File: src/rtl/tcu_pkg.sv
// Constants, register map and carrier types for the triple counter/timer unit.
// Assumes one 100 MHz core clock and a byte-wide special-register port.
// Behaviour
// Pin gating set: timer runs only while run bit and its irq pin high.
// Counter select set: timer increments on falling edges of its count pin; the code keeps Timer 1 on core ticks while Timer 0 is split.
// Timer 1 ticks at core clock over 12, or undivided when prescale set.
// Timer 0 ticks at core clock over 12, or undivided when prescale set.
// Timer 1 mode: 13-bit, 16-bit, 8-bit reload, or stopped.
// Timer 0 mode: same codes, but code three splits it in two 8-bit counters.
// Prescale register top two bits read zero and ignore writes.
// Software writes zero to prescale low three bits; they read zero.
// Timer 2 prescale bit ignored in baud mode or counter function.
// Timers 0 and 1 readable and writable as separate low and high bytes.
// Timer 2 is a 16-bit up-counter on prescaled ticks or count-pin falls.
// Timer 2 overflow can start an analog-to-digital conversion.
// Timer 2 off, baud generator, capture or auto-reload by control bits.
// Capture mode: capture-pin fall copies the Timer 2 count to capture pair.
// Capture-pin edges act only while the external-edge enable is set.
// Capture mode rollover sets the Timer 2 overflow flag.
// Reload mode rollover sets overflow flag and loads count from capture pair.
// Reload mode with edge enable: capture-pin fall also forces a reload.
// Setting the Timer 2 run bit starts counting in the selected mode.
// 13-bit mode uses high byte and five low bits; rollover sets flag.
// 8-bit reload: low byte rollover sets flag, reloads low from high.
// Split Timer 0 high byte: core ticks, Timer 1 run bit, Timer 1 flag.
// Timer 0/1 flags set on overflow, cleared by software or vector.
// External pins are synchronised before falling edges are detected.
// Timer 0 and Timer 1 fields are decoded independently; the code ignores the Timer 1 counter select while Timer 0 is split.
package tcu_pkg;
  // Register offsets
  localparam logic [7:0] ADDR_RUN_FLAG_CONTROL = 8'h88;
  localparam logic [7:0] ADDR_MODE_CONFIG = 8'h89;
  localparam logic [7:0] ADDR_T0_LOW = 8'h8A;
  localparam logic [7:0] ADDR_T1_LOW = 8'h8B;
  localparam logic [7:0] ADDR_T0_HIGH = 8'h8C;
  localparam logic [7:0] ADDR_T1_HIGH = 8'h8D;
  localparam logic [7:0] ADDR_PRESCALE = 8'h8E;
  localparam logic [7:0] ADDR_T2_CONTROL = 8'hC8;
  localparam logic [7:0] ADDR_T2_CAP_LOW = 8'hCA;
  localparam logic [7:0] ADDR_T2_CAP_HIGH = 8'hCB;
  localparam logic [7:0] ADDR_T2_LOW = 8'hCC;
  localparam logic [7:0] ADDR_T2_HIGH = 8'hCD;
  // Reset values
  localparam logic [7:0] RST_BYTE = 8'h00;
  localparam logic [7:0] RST_UNMAPPED = 8'h00;
  // Mode config fields
  localparam int MC_TIMER1_PIN_GATING = 7;
  localparam int MC_CT1 = 6;
  localparam int MC_T1MODE = 4;
  localparam int MC_TIMER0_PIN_GATING = 3;
  localparam int MC_CT0 = 2;
  localparam int MC_T0MODE = 0;
  // Prescale fields
  localparam int PS_T2M = 5;
  localparam int PS_T1M = 4;
  localparam int PS_T0M = 3;
  localparam logic [7:0] PS_WRITABLE = 8'h38;
  // Run/flag control fields
  localparam int RF_TF1 = 7;
  localparam int RF_TR1 = 6;
  localparam int RF_TF0 = 5;
  localparam int RF_TR0 = 4;
  // Timer 2 control fields
  localparam int T2_TF2 = 7;
  localparam int T2_EXF2 = 6;
  localparam int T2_RCLK = 5;
  localparam int T2_UART_TX_RATE_SOURCE = 4;
  localparam int T2_TIMER2_EXT_EDGE_ENABLE = 3;
  localparam int T2_TR2 = 2;
  localparam int T2_CT2 = 1;
  localparam int T2_CPRL = 0;
  // Mode codes
  localparam logic [1:0] MODE_13BIT = 2'h0;
  localparam logic [1:0] MODE_16BIT = 2'h1;
  localparam logic [1:0] MODE_8BIT_RELOAD = 2'h2;
  localparam logic [1:0] MODE_SPLIT_OR_STOP = 2'h3;
  // Timing counts
  localparam int PRESCALE_DIV = 12;
  localparam logic [3:0] PRESCALE_LAST = 4'(PRESCALE_DIV - 1);
  // Pin indices
  localparam int PIN_IRQ0 = 0;
  localparam int PIN_IRQ1 = 1;
  localparam int PIN_T0 = 2;
  localparam int PIN_T1 = 3;
  localparam int PIN_T2 = 4;
  localparam int PIN_T2CAP = 5;
  localparam int PIN_COUNT = 6;

  typedef struct packed {
    logic we;
    logic re;
    logic [7:0] addr;
    logic [7:0] wdata;
  } tcu_sfr_req_t;

  typedef struct packed {
    logic [7:0] th;
    logic [7:0] tl;
    logic ovf;
  } tcu_step_t;
endpackage

File: src/rtl/tcu_top.sv
// Triple counter/timer unit: Timers 0, 1 and 2 with special-register port.
// Assumes one core clock; register reads answer one cycle after the strobe.
`timescale 1ns/1ns
`default_nettype none
module tcu_top (
  // Clock, reset, enable
  input wire logic CLK,
  input wire logic RESET_N,
  input wire logic CE,
  // Special-register port
  input wire tcu_pkg::tcu_sfr_req_t SFR_REQ,
  output logic [7:0] SFR_RDATA,
  // Interrupt vector acknowledges
  input wire logic ACK_T0,
  input wire logic ACK_T1,
  // External pins
  input wire logic EXT_IRQ0_PIN,
  input wire logic EXT_IRQ1_PIN,
  input wire logic TIMER0_COUNT_PIN,
  input wire logic TIMER1_COUNT_PIN,
  input wire logic TIMER2_COUNT_PIN,
  input wire logic TIMER2_CAPTURE_PIN,
  // Flags and events
  output logic TIMER0_OVERFLOW_FLAG,
  output logic TIMER1_OVERFLOW_FLAG,
  output logic TIMER2_OVERFLOW_FLAG,
  output logic TIMER2_EXT_FLAG,
  output logic ADC_CONVERT_START,
  output logic TIMER2_BAUD_TICK
);
  typedef struct packed {
    logic [7:0] run_flag;
    logic [7:0] mode_cfg;
    logic [7:0] prescale;
    logic [7:0] t2_ctrl;
    logic [7:0] tl0;
    logic [7:0] th0;
    logic [7:0] tl1;
    logic [7:0] th1;
    logic [7:0] tl2;
    logic [7:0] th2;
    logic [7:0] cap_l;
    logic [7:0] cap_h;
    logic [3:0] div;
    logic half;
    logic [7:0] rdata;
    logic adc_start;
    logic baud_tick;
  } tcu_state_t;

  tcu_state_t s_r;
  tcu_state_t s_nxt;
  logic [tcu_pkg::PIN_COUNT-1:0] pin_vec;
  logic [tcu_pkg::PIN_COUNT-1:0] pin_lvl;
  logic [tcu_pkg::PIN_COUNT-1:0] pin_fall;

  assign pin_vec = {TIMER2_CAPTURE_PIN, TIMER2_COUNT_PIN, TIMER1_COUNT_PIN,
                    TIMER0_COUNT_PIN, EXT_IRQ1_PIN, EXT_IRQ0_PIN};

  tcu_pin_sync #(.W(tcu_pkg::PIN_COUNT)) u_sync (
    .clk(CLK),
    .reset_n(RESET_N),
    .ce(CE),
    .pins(pin_vec),
    .level(pin_lvl),
    .fall(pin_fall)
  );

  function automatic logic hit(input tcu_pkg::tcu_sfr_req_t r, input logic [7:0] a);
    hit = r.we && (r.addr == a);
  endfunction

  // One count step of Timer 0 or 1 in modes 13-bit, 16-bit and 8-bit reload
  function automatic tcu_pkg::tcu_step_t t01_step(input logic [1:0] mode, input logic [7:0] th,
                                                  input logic [7:0] tl);
    tcu_pkg::tcu_step_t r;
    logic [12:0] c13;
    logic [15:0] c16;
    r.th = th;
    r.tl = tl;
    r.ovf = 1'b0;
    c13 = {th, tl[4:0]};
    c16 = {th, tl};
    if (mode == tcu_pkg::MODE_13BIT) begin
      r.ovf = &c13;
      c13 = 13'(c13 + 13'h0001);
      r.th = c13[12:5];
      r.tl = {tl[7:5], c13[4:0]};
    end else if (mode == tcu_pkg::MODE_16BIT) begin
      r.ovf = &c16;
      c16 = 16'(c16 + 16'h0001);
      r.th = c16[15:8];
      r.tl = c16[7:0];
    end else if (mode == tcu_pkg::MODE_8BIT_RELOAD) begin
      r.ovf = &tl;
      r.tl = r.ovf ? th : 8'(tl + 8'h01);
    end
    t01_step = r;
  endfunction

  // Decoded controls
  logic tick12;
  logic [1:0] mode0;
  logic [1:0] mode1;
  logic split0;
  logic en0;
  logic en1;
  logic tick0;
  logic tick1;
  logic tick0_sys;
  logic tick1_sys;
  logic baud;
  logic reload_mode;
  logic tick2;
  logic ext_ev;
  logic wr_any;

  always_comb begin
    tick12 = (s_r.div == tcu_pkg::PRESCALE_LAST);
    mode0 = s_r.mode_cfg[tcu_pkg::MC_T0MODE +: 2];
    mode1 = s_r.mode_cfg[tcu_pkg::MC_T1MODE +: 2];
    split0 = (mode0 == tcu_pkg::MODE_SPLIT_OR_STOP);
    en0 = s_r.run_flag[tcu_pkg::RF_TR0]
          & (~s_r.mode_cfg[tcu_pkg::MC_TIMER0_PIN_GATING] | pin_lvl[tcu_pkg::PIN_IRQ0]);
    en1 = s_r.run_flag[tcu_pkg::RF_TR1]
          & (~s_r.mode_cfg[tcu_pkg::MC_TIMER1_PIN_GATING] | pin_lvl[tcu_pkg::PIN_IRQ1]);
    tick0_sys = s_r.prescale[tcu_pkg::PS_T0M] | tick12;
    tick1_sys = s_r.prescale[tcu_pkg::PS_T1M] | tick12;
    tick0 = s_r.mode_cfg[tcu_pkg::MC_CT0] ? pin_fall[tcu_pkg::PIN_T0] : tick0_sys;
    tick1 = (s_r.mode_cfg[tcu_pkg::MC_CT1] & ~split0) ? pin_fall[tcu_pkg::PIN_T1] : tick1_sys;
    baud = s_r.t2_ctrl[tcu_pkg::T2_RCLK] | s_r.t2_ctrl[tcu_pkg::T2_UART_TX_RATE_SOURCE];
    reload_mode = baud | ~s_r.t2_ctrl[tcu_pkg::T2_CPRL];
    if (s_r.t2_ctrl[tcu_pkg::T2_CT2]) begin
      tick2 = pin_fall[tcu_pkg::PIN_T2];
    end else if (baud) begin
      tick2 = s_r.half;
    end else begin
      tick2 = s_r.prescale[tcu_pkg::PS_T2M] | tick12;
    end
    ext_ev = pin_fall[tcu_pkg::PIN_T2CAP] & s_r.t2_ctrl[tcu_pkg::T2_TIMER2_EXT_EDGE_ENABLE]
             & s_r.t2_ctrl[tcu_pkg::T2_TR2];
    wr_any = SFR_REQ.we;
  end

  // Next-state logic
  tcu_pkg::tcu_step_t st0;
  tcu_pkg::tcu_step_t st1;
  logic ovf0;
  logic ovf1;
  logic ovf2;
  logic [15:0] cnt2;

  always_comb begin
    s_nxt = s_r;
    s_nxt.adc_start = 1'b0;
    s_nxt.baud_tick = 1'b0;
    ovf0 = 1'b0;
    ovf1 = 1'b0;
    ovf2 = 1'b0;
    st0 = t01_step(mode0, s_r.th0, s_r.tl0);
    st1 = t01_step(mode1, s_r.th1, s_r.tl1);
    cnt2 = {s_r.th2, s_r.tl2};
    s_nxt.div = tick12 ? 4'h0 : 4'(s_r.div + 4'h1);
    s_nxt.half = ~s_r.half;
    // Timer 0
    if (split0) begin
      if (en0 && tick0) begin
        s_nxt.tl0 = 8'(s_r.tl0 + 8'h01);
        ovf0 = &s_r.tl0;
      end
      if (s_r.run_flag[tcu_pkg::RF_TR1] && tick0_sys) begin
        s_nxt.th0 = 8'(s_r.th0 + 8'h01);
        ovf1 = &s_r.th0;
      end
    end else if (en0 && tick0) begin
      s_nxt.th0 = st0.th;
      s_nxt.tl0 = st0.tl;
      ovf0 = st0.ovf;
    end
    // Timer 1
    if (mode1 != tcu_pkg::MODE_SPLIT_OR_STOP && en1 && tick1) begin
      s_nxt.th1 = st1.th;
      s_nxt.tl1 = st1.tl;
      if (!split0) begin
        ovf1 = st1.ovf;
      end
    end
    // Timer 2
    if (s_r.t2_ctrl[tcu_pkg::T2_TR2] && tick2) begin
      if (&cnt2) begin
        ovf2 = 1'b1;
        cnt2 = reload_mode ? {s_r.cap_h, s_r.cap_l} : 16'h0000;
      end else begin
        cnt2 = 16'(cnt2 + 16'h0001);
      end
    end
    if (ext_ev) begin
      if (reload_mode) begin
        cnt2 = {s_r.cap_h, s_r.cap_l};
      end else begin
        s_nxt.cap_h = s_r.th2;
        s_nxt.cap_l = s_r.tl2;
      end
    end
    s_nxt.th2 = cnt2[15:8];
    s_nxt.tl2 = cnt2[7:0];
    s_nxt.adc_start = ovf2;
    s_nxt.baud_tick = ovf2 & baud;
    // Software writes win over counting
    if (hit(SFR_REQ, tcu_pkg::ADDR_RUN_FLAG_CONTROL)) begin
      s_nxt.run_flag = SFR_REQ.wdata;
    end
    if (hit(SFR_REQ, tcu_pkg::ADDR_MODE_CONFIG)) begin
      s_nxt.mode_cfg = SFR_REQ.wdata;
    end
    if (hit(SFR_REQ, tcu_pkg::ADDR_PRESCALE)) begin
      s_nxt.prescale = SFR_REQ.wdata & tcu_pkg::PS_WRITABLE;
    end
    if (hit(SFR_REQ, tcu_pkg::ADDR_T2_CONTROL)) begin
      s_nxt.t2_ctrl = SFR_REQ.wdata;
    end
    if (hit(SFR_REQ, tcu_pkg::ADDR_T0_LOW)) begin
      s_nxt.tl0 = SFR_REQ.wdata;
    end
    if (hit(SFR_REQ, tcu_pkg::ADDR_T0_HIGH)) begin
      s_nxt.th0 = SFR_REQ.wdata;
    end
    if (hit(SFR_REQ, tcu_pkg::ADDR_T1_LOW)) begin
      s_nxt.tl1 = SFR_REQ.wdata;
    end
    if (hit(SFR_REQ, tcu_pkg::ADDR_T1_HIGH)) begin
      s_nxt.th1 = SFR_REQ.wdata;
    end
    if (hit(SFR_REQ, tcu_pkg::ADDR_T2_LOW)) begin
      s_nxt.tl2 = SFR_REQ.wdata;
    end
    if (hit(SFR_REQ, tcu_pkg::ADDR_T2_HIGH)) begin
      s_nxt.th2 = SFR_REQ.wdata;
    end
    if (hit(SFR_REQ, tcu_pkg::ADDR_T2_CAP_LOW)) begin
      s_nxt.cap_l = SFR_REQ.wdata;
    end
    if (hit(SFR_REQ, tcu_pkg::ADDR_T2_CAP_HIGH)) begin
      s_nxt.cap_h = SFR_REQ.wdata;
    end
    // Flags: acknowledge clears, hardware set wins
    if (ACK_T0) begin
      s_nxt.run_flag[tcu_pkg::RF_TF0] = 1'b0;
    end
    if (ACK_T1) begin
      s_nxt.run_flag[tcu_pkg::RF_TF1] = 1'b0;
    end
    if (ovf0) begin
      s_nxt.run_flag[tcu_pkg::RF_TF0] = 1'b1;
    end
    if (ovf1) begin
      s_nxt.run_flag[tcu_pkg::RF_TF1] = 1'b1;
    end
    if (ovf2 && !baud) begin
      s_nxt.t2_ctrl[tcu_pkg::T2_TF2] = 1'b1;
    end
    if (ext_ev) begin
      s_nxt.t2_ctrl[tcu_pkg::T2_EXF2] = 1'b1;
    end
    // Read answer, registered one cycle after the strobe
    if (SFR_REQ.re) begin
      if (SFR_REQ.addr == tcu_pkg::ADDR_RUN_FLAG_CONTROL) begin
        s_nxt.rdata = s_r.run_flag;
      end else if (SFR_REQ.addr == tcu_pkg::ADDR_MODE_CONFIG) begin
        s_nxt.rdata = s_r.mode_cfg;
      end else if (SFR_REQ.addr == tcu_pkg::ADDR_T0_LOW) begin
        s_nxt.rdata = s_r.tl0;
      end else if (SFR_REQ.addr == tcu_pkg::ADDR_T1_LOW) begin
        s_nxt.rdata = s_r.tl1;
      end else if (SFR_REQ.addr == tcu_pkg::ADDR_T0_HIGH) begin
        s_nxt.rdata = s_r.th0;
      end else if (SFR_REQ.addr == tcu_pkg::ADDR_T1_HIGH) begin
        s_nxt.rdata = s_r.th1;
      end else if (SFR_REQ.addr == tcu_pkg::ADDR_PRESCALE) begin
        s_nxt.rdata = s_r.prescale & tcu_pkg::PS_WRITABLE;
      end else if (SFR_REQ.addr == tcu_pkg::ADDR_T2_CONTROL) begin
        s_nxt.rdata = s_r.t2_ctrl;
      end else if (SFR_REQ.addr == tcu_pkg::ADDR_T2_CAP_LOW) begin
        s_nxt.rdata = s_r.cap_l;
      end else if (SFR_REQ.addr == tcu_pkg::ADDR_T2_CAP_HIGH) begin
        s_nxt.rdata = s_r.cap_h;
      end else if (SFR_REQ.addr == tcu_pkg::ADDR_T2_LOW) begin
        s_nxt.rdata = s_r.tl2;
      end else if (SFR_REQ.addr == tcu_pkg::ADDR_T2_HIGH) begin
        s_nxt.rdata = s_r.th2;
      end else begin
        s_nxt.rdata = tcu_pkg::RST_UNMAPPED;
      end
    end
  end

  always_ff @(posedge CLK or negedge RESET_N) begin
    if (!RESET_N) begin
      s_r <= '0;
      s_r.run_flag <= tcu_pkg::RST_BYTE;
      s_r.mode_cfg <= tcu_pkg::RST_BYTE;
      s_r.prescale <= tcu_pkg::RST_BYTE;
      s_r.t2_ctrl <= tcu_pkg::RST_BYTE;
    end else if (CE) begin
      s_r <= s_nxt;
    end
  end

  assign SFR_RDATA = s_r.rdata;
  assign TIMER0_OVERFLOW_FLAG = s_r.run_flag[tcu_pkg::RF_TF0];
  assign TIMER1_OVERFLOW_FLAG = s_r.run_flag[tcu_pkg::RF_TF1];
  assign TIMER2_OVERFLOW_FLAG = s_r.t2_ctrl[tcu_pkg::T2_TF2];
  assign TIMER2_EXT_FLAG = s_r.t2_ctrl[tcu_pkg::T2_EXF2];
  assign ADC_CONVERT_START = s_r.adc_start;
  assign TIMER2_BAUD_TICK = s_r.baud_tick;

  // Assertions
  property p_gate_hold;
    @(posedge CLK) disable iff (!RESET_N)
    (CE && !en0 && !wr_any) |=> (s_r.tl0 == $past(s_r.tl0));
  endproperty
  a_gate_hold: assert property (p_gate_hold) else $error("Timer 0 moved while disabled");

  property p_t0_div12;
    @(posedge CLK) disable iff (!RESET_N)
    (CE && en0 && !split0 && !s_r.mode_cfg[tcu_pkg::MC_CT0] && !s_r.prescale[tcu_pkg::PS_T0M]
     && !tick12 && !wr_any) |=> $stable(s_r.tl0);
  endproperty
  a_t0_div12: assert property (p_t0_div12) else $error("Timer 0 ticked off the divide-by-12 beat");

  property p_t1_full;
    @(posedge CLK) disable iff (!RESET_N)
    (CE && en1 && !split0 && mode1 == tcu_pkg::MODE_16BIT && !s_r.mode_cfg[tcu_pkg::MC_CT1]
     && s_r.prescale[tcu_pkg::PS_T1M] && !wr_any)
    |=> ({s_r.th1, s_r.tl1} == 16'($past({s_r.th1, s_r.tl1}) + 16'h0001));
  endproperty
  a_t1_full: assert property (p_t1_full) else $error("Timer 1 missed a full-rate tick");

  property p_t1_stop;
    @(posedge CLK) disable iff (!RESET_N)
    (CE && mode1 == tcu_pkg::MODE_SPLIT_OR_STOP && !wr_any) |=> $stable({s_r.th1, s_r.tl1});
  endproperty
  a_t1_stop: assert property (p_t1_stop) else $error("Timer 1 counted while stopped");

  property p_reload8;
    @(posedge CLK) disable iff (!RESET_N)
    (CE && en0 && tick0 && mode0 == tcu_pkg::MODE_8BIT_RELOAD && s_r.tl0 == 8'hFF && !wr_any)
    |=> (s_r.tl0 == $past(s_r.th0)) && TIMER0_OVERFLOW_FLAG;
  endproperty
  a_reload8: assert property (p_reload8) else $error("8-bit reload failed");

  property p_prescale_read;
    @(posedge CLK) disable iff (!RESET_N)
    (CE && SFR_REQ.re && SFR_REQ.addr == tcu_pkg::ADDR_PRESCALE)
    |=> (SFR_RDATA[7:6] == 2'h0) && (SFR_RDATA[2:0] == 3'h0);
  endproperty
  a_prescale_read: assert property (p_prescale_read) else $error("Prescale unused bits read non-zero");

  property p_capture;
    @(posedge CLK) disable iff (!RESET_N)
    (CE && ext_ev && !reload_mode && !wr_any)
    |=> ({s_r.cap_h, s_r.cap_l} == $past({s_r.th2, s_r.tl2})) && TIMER2_EXT_FLAG;
  endproperty
  a_capture: assert property (p_capture) else $error("Capture did not copy the count");

  property p_cap_rollover;
    @(posedge CLK) disable iff (!RESET_N)
    (CE && s_r.t2_ctrl[tcu_pkg::T2_TR2] && tick2 && !reload_mode && {s_r.th2, s_r.tl2} == 16'hFFFF
     && !wr_any) |=> TIMER2_OVERFLOW_FLAG && ({s_r.th2, s_r.tl2} == 16'h0000) ##1 !ADC_CONVERT_START[*1];
  endproperty
  a_cap_rollover: assert property (p_cap_rollover) else $error("Capture-mode rollover wrong");

  property p_ack_clear;
    @(posedge CLK) disable iff (!RESET_N)
    (CE && ACK_T0 && !ovf0 && !wr_any) |=> !TIMER0_OVERFLOW_FLAG;
  endproperty
  a_ack_clear: assert property (p_ack_clear) else $error("Vector acknowledge did not clear flag");

  c_t0_flag: cover property (@(posedge CLK) disable iff (!RESET_N) $rose(TIMER0_OVERFLOW_FLAG));
  c_capture: cover property (@(posedge CLK) disable iff (!RESET_N) CE && ext_ev && !reload_mode);
  c_ext_reload: cover property (@(posedge CLK) disable iff (!RESET_N) CE && ext_ev && reload_mode);
  c_adc: cover property (@(posedge CLK) disable iff (!RESET_N) ADC_CONVERT_START);
endmodule
`default_nettype wire

File: src/rtl/tcu_pin_sync.sv
// Three-stage pin synchroniser with agreement filter and falling-edge pulse.
// Assumes pins idle high and change slower than two core clocks.
`timescale 1ns/1ns
`default_nettype none
module tcu_pin_sync #(
  parameter int W = 6
) (
  // Clock and reset
  input wire logic clk,
  input wire logic reset_n,
  input wire logic ce,
  // Pins and results
  input wire logic [W-1:0] pins,
  output logic [W-1:0] level,
  output logic [W-1:0] fall
);
  typedef struct packed {
    logic [W-1:0] s1;
    logic [W-1:0] s2;
    logic [W-1:0] s3;
    logic [W-1:0] filt;
    logic [W-1:0] fall;
  } tcu_sync_t;

  tcu_sync_t s_r;
  tcu_sync_t s_nxt;

  always_comb begin
    s_nxt = s_r;
    s_nxt.s1 = pins;
    s_nxt.s2 = s_r.s1;
    s_nxt.s3 = s_r.s2;
    for (int i = 0; i < W; i++) begin
      s_nxt.fall[i] = 1'b0;
      if (s_r.s2[i] == s_r.s3[i]) begin
        s_nxt.filt[i] = s_r.s2[i];
        s_nxt.fall[i] = s_r.filt[i] & ~s_r.s2[i];
      end
    end
  end

  always_ff @(posedge clk or negedge reset_n) begin
    if (!reset_n) begin
      s_r <= '1;
      s_r.fall <= '0;
    end else if (ce) begin
      s_r <= s_nxt;
    end
  end

  assign level = s_r.filt;
  assign fall = s_r.fall;
endmodule
`default_nettype wire

File: config.mk
export PLATFORM = sky130hd
export DESIGN_NAME = tcu_top
export DESIGN_NICKNAME = d
export VERILOG_FILES = /design/src/rtl/tcu_pkg.sv /design/src/rtl/tcu_top.sv /design/src/rtl/tcu_pin_sync.sv
export SDC_FILE = /design/constraint.sdc
export NUM_CORES = 1
export LEC_CHECK = 0
export BUFFER_PORTS_ARGS = -buffer_cell sky130_fd_sc_hd__buf_4
export CORE_ASPECT_RATIO = 0.75
export CORE_MARGIN = 1
export CORE_UTILIZATION = 55
export DETAILED_ROUTE_END_ITERATION = 10
export PLACE_DENSITY = 0.73
export SETUP_SLACK_MARGIN = 0.3
export SLEW_MARGIN = 20
export SYNTH_ARGS = -nofsm -noshare
export SYNTH_HDL_FRONTEND = slang
export SYNTH_SLANG_ARGS = --single-unit
File: constraint.sdc
create_clock -name CLK -period 2.56 [get_ports CLK]
set_input_delay 0.256 -clock CLK [delete_from_list [all_inputs] [get_ports CLK]]
set_output_delay 0.256 -clock CLK [all_outputs]
set_load 0.03 [all_outputs]
Word-level counts from Yosys, hierarchy flattened. Cells that the tools add are included.

Register bits: 136. Input bits: 29.

Add/subtract/negate cells: 9. Eq/ne operators: 30. Mux-type cells: 70. Bitwise operators: 30. Reduce and logical (&&, ||, !) cells: 68.

Operators by type and width (count): $mux 8 (28); $mux 16 (10); $eq 8x8->1 const B (12); $add 16x1->16 const B (3); $reduce_and 16->1 (3); $mux 9 (4); $mux 17 (2); $reduce_and 2->1 (15); $add 13x1->13 const B (2); $reduce_and 13->1 (2); $mux 1 (25); $add 8x1->8 const B (3); $reduce_and 8->1 (3); $logic_and 1x1->1 (18); $reduce_and 3->1 (5); $reduce_bool 3->1 (5); $reduce_bool 2->1 (7); $and 1x1->1 (12); $reduce_and 4->1 (3); $reduce_bool 4->1 (3); $not 1->1 (11); $or 1x1->1 (7); $eq 1x1->1 (6); $eq 2x2->1 const B (3); other kinds (11) (15).

Logic depth before layout (Yosys ltp).
Word-level depth: 13. Depth in mapped cells: 9. Mapped depth without buffers: 8.

Hierarchy. Synthesis repeated with hierarchy kept, for this count alone.

Cells, all modules: 1075. Area total of the unflattened synthesis: 9435.3 µm².

By module, submodules not included: tcu_top (instances 1, cells each 979, area an instance 8001.4 µm², sequential area each 2652.5 µm²); tcu_pin_sync (instances 1, cells each 96, area an instance 1433.9 µm², sequential area each 780.7 µm²).

Least setup slack after synthesis. No wires, ideal clock.

Path kind: register to register. From: register s_r[11] (netlist bit). To: register s_r[35] (netlist bit). Arrival time: 2037 ps. Path slack: 391 ps. Stages on the path, launching flop included: 10. Buffers on the path: 2. Period minus slack after synthesis: 2169 ps. Cell sequence: dfrtp_1 > ha_1 > and3b_1 > buf_2 > nor4b_4 > or2_1 > buf_6 > o21ai_4 > a221oi_2 > o22ai_1.

Word-level cells in the longest chain between the ends: 9.

Ends and longest elaborated chain: start: declaration (line tcu_top.sv:51) `tcu_state_t s_r;`; start signal: assignment (line tcu_top.sv:305) `s_r <= s_nxt;`; $eq 4x4->1 * (line tcu_top.sv:119) `tick12 = (s_r.div == tcu_pkg::PRESCALE_LAST);`; $or 1x1->1 * (line tcu_top.sv:138) `tick2 = s_r.prescale[tcu_pkg::PS_T2M] | tick12;`; $mux 1 * (line tcu_top.sv:135) `end else if (baud) begin`; $mux 1 * (line tcu_top.sv:133) `if (s_r.t2_ctrl[tcu_pkg::T2_CT2]) begin`; $logic_and 1x1->1 * (line tcu_top.sv:189) `if (s_r.t2_ctrl[tcu_pkg::T2_TR2] && tick2) begin`; $mux 16 * (line tcu_top.sv:189); $mux 16 (line tcu_top.sv:198) `if (reload_mode) begin`; $mux 16 * (line tcu_top.sv:197) `if (ext_ev) begin`; $mux 8 * (line tcu_top.sv:237) `if (hit(SFR_REQ, tcu_pkg::ADDR_T2_HIGH)) begin`.

Every way passes the cells marked *; elsewhere a longest branch is shown, timed or not. A chain may end at the register's enable or synchronous reset.

Final worst setup path.
From: register s_r[12] (netlist bit). To: register s_r[39] (netlist bit).

Word-level cells in the longest chain between the ends: 9.

Ends and longest elaborated chain: $eq 4x4->1 * (line tcu_top.sv:119); $or 1x1->1 * (line tcu_top.sv:138); $mux 1 * (line tcu_top.sv:135); $mux 1 * (line tcu_top.sv:133); $logic_and 1x1->1 * (line tcu_top.sv:189); $mux 16 * (line tcu_top.sv:189); $mux 16 (line tcu_top.sv:198); $mux 16 * (line tcu_top.sv:197); $mux 8 * (line tcu_top.sv:234) `if (hit(SFR_REQ, tcu_pkg::ADDR_T2_LOW)) begin`.

Marked as above.

==> impl_metrics.ini <==
[critical_path]
slowest_delay_ps = 400
worstPathRequired_ps = 2870
critPathArrivalTime_ps = 2520
crit_buf_inv = 2
start_kind = register
crit_type = register to register
critPathCaptureType = register
crit_chain = ha_2, and3b_2, nor4b_4, buf_6, or2_4, buf_8, o211ai_1, a32oi_2, a21oi_2
cp_top_family = simple AND/OR/NAND/NOR gates
worst_path_max_delay_cell = dfrtp_1
cp_max_fo = 8

[worst_hold_path]
hp-class = input pin to register

[detailed_routing]
wl_per_cell_um = 23.3
dr_total_vias = 9064
drtAntennaViolNets = 0
drc = 0
drt_iter0_drc = 1276
routed_wl_um = 31200
dr.pass1.iters = 7
viasPerCell = 6.77

[power]
p_per_area_nw_per_um2 = 563
max-vdd-ir-drop_mv = 0.388
p_leak_uw = 0.00460
p_clk_share_pct = 40.7
cellInternalPower_uw = 4060
pwr-share-comb_pct = 16.6
switchingPower_uw = 1910
swShare_pct = 31.9
p_seq_share_pct = 42.7

[finish]
n_fill_cell = 1357
regArea_um2 = 3390
fin_nets = 1159
multi_input_area_um2 = 5410
fin_util_pct = 65.9
area_delta_synth_final_pct = 16.3
drive_gt1_share_pct = 24.4
num_antenna_cells = 0
stdcell_area_um2 = 10600

[timing]
fmax_mhz = 452
drv_slew = 0
setup_viol = 0
period_share_pct = 86.4
min_period_ps = 2210
rsz0062_at_grt = yes
clock-skew-final_ps = 12.8
holdWs_ps = 45.3
tightest_slew_ps = 691
final-hold-violation-count = 0
setup_tns_ps = 0
relSlewSlack_pct = 53.3

[synth]
synth-edff-count = 0
netlist_area_um2 = 9130
ys_seq_elements = 134
synth_nets = 1103
synth_top_area_share_pct = 30.2
synth.top_cells.by_area = dfrtp_1, dfstp_2, o21ai_0
ys.flop_type = dfrtp_1
yosysSeqAreaShare_pct = 37.1
synth_common_cells = nand2_1, dfrtp_1, o21ai_0
synth_cells = 1059
yosysMostFrequentCell = nand2_1
syn_area_per_cell_um2 = 8.62
synth_top_area_cell = dfrtp_1
synth_cell_types = 88
ys_warn_count = 0
postSynth.asyncResetShare_pct = 100

[clock_network]
cts_tree = yes
cts_buffers = 17
clk_latency_ps = 440
cts-htree-levels = 4
cts_buffer_depth = 2
clock-sinks = 134
cts_root_buf = clkbuf_16
clkTransAtPathRegs_ps = 70

[grt]
grt_first_pass_wirelength_um = 47600
antenna_found_initial = 0
overflow = 0
grt_util_all_layers_pct = 37.3
grt_pass1_vias = 8118
grt_max_degree = 48

[die]
die_x_um = 151
core_um2 = 16100
die_y_um = 114
fp.dieArea_um2 = 17100
initial_utilization_pct = 56.6
ios = 43
std_cell_rows = 40

[job]
cap_violations = 0

[placed_design]
routabilityCongestion = 1.00
dpl.hpwl_um = 21900
placed_area_um2 = 9790
place.port_buffers = 42

[outcome]
outcome = finished, final reports clean
==> layer usage <==
| layer | track usage, % | part of all wire, % | wire length, um | vias to the layer above |
|---|---|---|---|---|
| met5 | 0 | 0 | 0 | - |
| met1 | 57.5 | 44 | 13700 | 4332 |
| met2 | 49.3 | 40 | 12500 | 599 |
| met4 | 11.7 | 2.4 | 750 | 0 |
| met3 | 11.0 | 14 | 4290 | 65 |
| li1 | - | - | - | 4068 |
==> power by group through the flow <==
| stage | registers (uW) | clock network (uW) | logic [uW] |
|---|---|---|---|
| 2_1_floorplan | 2520 | 0 | 576 |
| 3_3_place_gp | 2560 | 0 | 869 |
| 3_5_place_dp | 2570 | 0 | 888 |
| 4_1_cts | 2540 | 2430 | 900 |
| 5_1_grt | 2570 | 2530 | 1070 |
| 6_report | 2550 | 2430 | 991 |
==> state kept, by name, summed over array words and instances (netlist names) <==
register,count
mode0,2
ADC_CONVERT_START,1
u_sync.s_nxt,12
TIMER2_BAUD_TICK,1
s_r,88
u_sync.s_r,6
TIMER0_OVERFLOW_FLAG,1
SFR_RDATA,8
TIMER2_EXT_FLAG,1
mode1,2
TIMER2_OVERFLOW_FLAG,1
TIMER1_OVERFLOW_FLAG,1
u_sync.level,6
u_sync.fall,4
==> final cells by class <==
class,count,area share [%]
clock buffer,18,4.04
clock inverter,14,1.25
sequential,134,31.9
inverter,32,1.13
timing repair buffer,111,8.24
multi-input combinational,819,51.0
tap,210,2.48
==> per-stage QoR <==
| stage | std cells | setup slack [ps] | power (uW) |
|---|---|---|---|
| after floorplan | 1059 | 391 | 3090 |
| after global placement | 1292 | 264 | 3430 |
| after detailed placement | 1292 | 160 | 3460 |
| after CTS | 1325 | 310 | 5870 |
| after global routing | 1338 | 255 | 6170 |
| final | 1338 | 349 | 5970 |
==> worst paths after layout <==
kind                                    end               start  cells after the start  slack, ps
setup / recovery                    s_r[39]             s_r[12]                      9        350
hold / removal             u_sync.s_nxt[23]  TIMER2_CAPTURE_PIN                      2         50
setup reg to reg                    s_r[39]             s_r[12]                      9        350
hold reg to reg              u_sync.fall[4]      u_sync.fall[4]                      1        480
max in group asynchronous   u_sync.level[0]             RESET_N                      3       1530
min in group asynchronous           s_r[16]             RESET_N                      2        280
==> cells by family (layout without fill, tap and decap cells) <==
kind of cell             count (synthesis)  after routing  synth area share, %
flip-flops                             134            134                 37.1
XOR/XNOR                                12             12                 1.15
AND/OR/NAND/NOR                        362            362                 20.8
AO/OA/AOI/OAI                          356            356                 25.0
multiplexers                            74             74                 8.79
adder cells (fa/ha/maj)                 15             15                 2.06
buffers and inverters                  106            175                 5.07
==> what timing repair did <==
action                                  CTS  global route
endpoints found under the hold margin    38             0
hold buffers                              1             0
resized for setup                         5            35
pin swaps                                 0            14
endpoints found under the setup margin   12            44
gates cloned                              0             1
buffers inserted                          0            12
==> layout by cell type, fill, tap and decap left out, types with 8 or more instances in the layout <==
cell       instances
a21o_1            10
a21oi_1           83
a22oi_1           10
a31oi_1           11
and3_1            15
buf_4            103
clkbuf_16         17
dfrtp_1          108
dfstp_2           24
ha_1              12
inv_1             31
mux2_2            47
mux2i_1           25
nand2_1          112
nand2b_1           8
nand3_1           27
nand4_1           10
nor2_1            68
nor2b_1           12
nor3_1            31
nor4_1            10
o211ai_1          10
o21ai_0          108
o22ai_1           22
o31ai_1            9
or2_2              8
xor2_1             8
(Power assumes the default switching activity.)
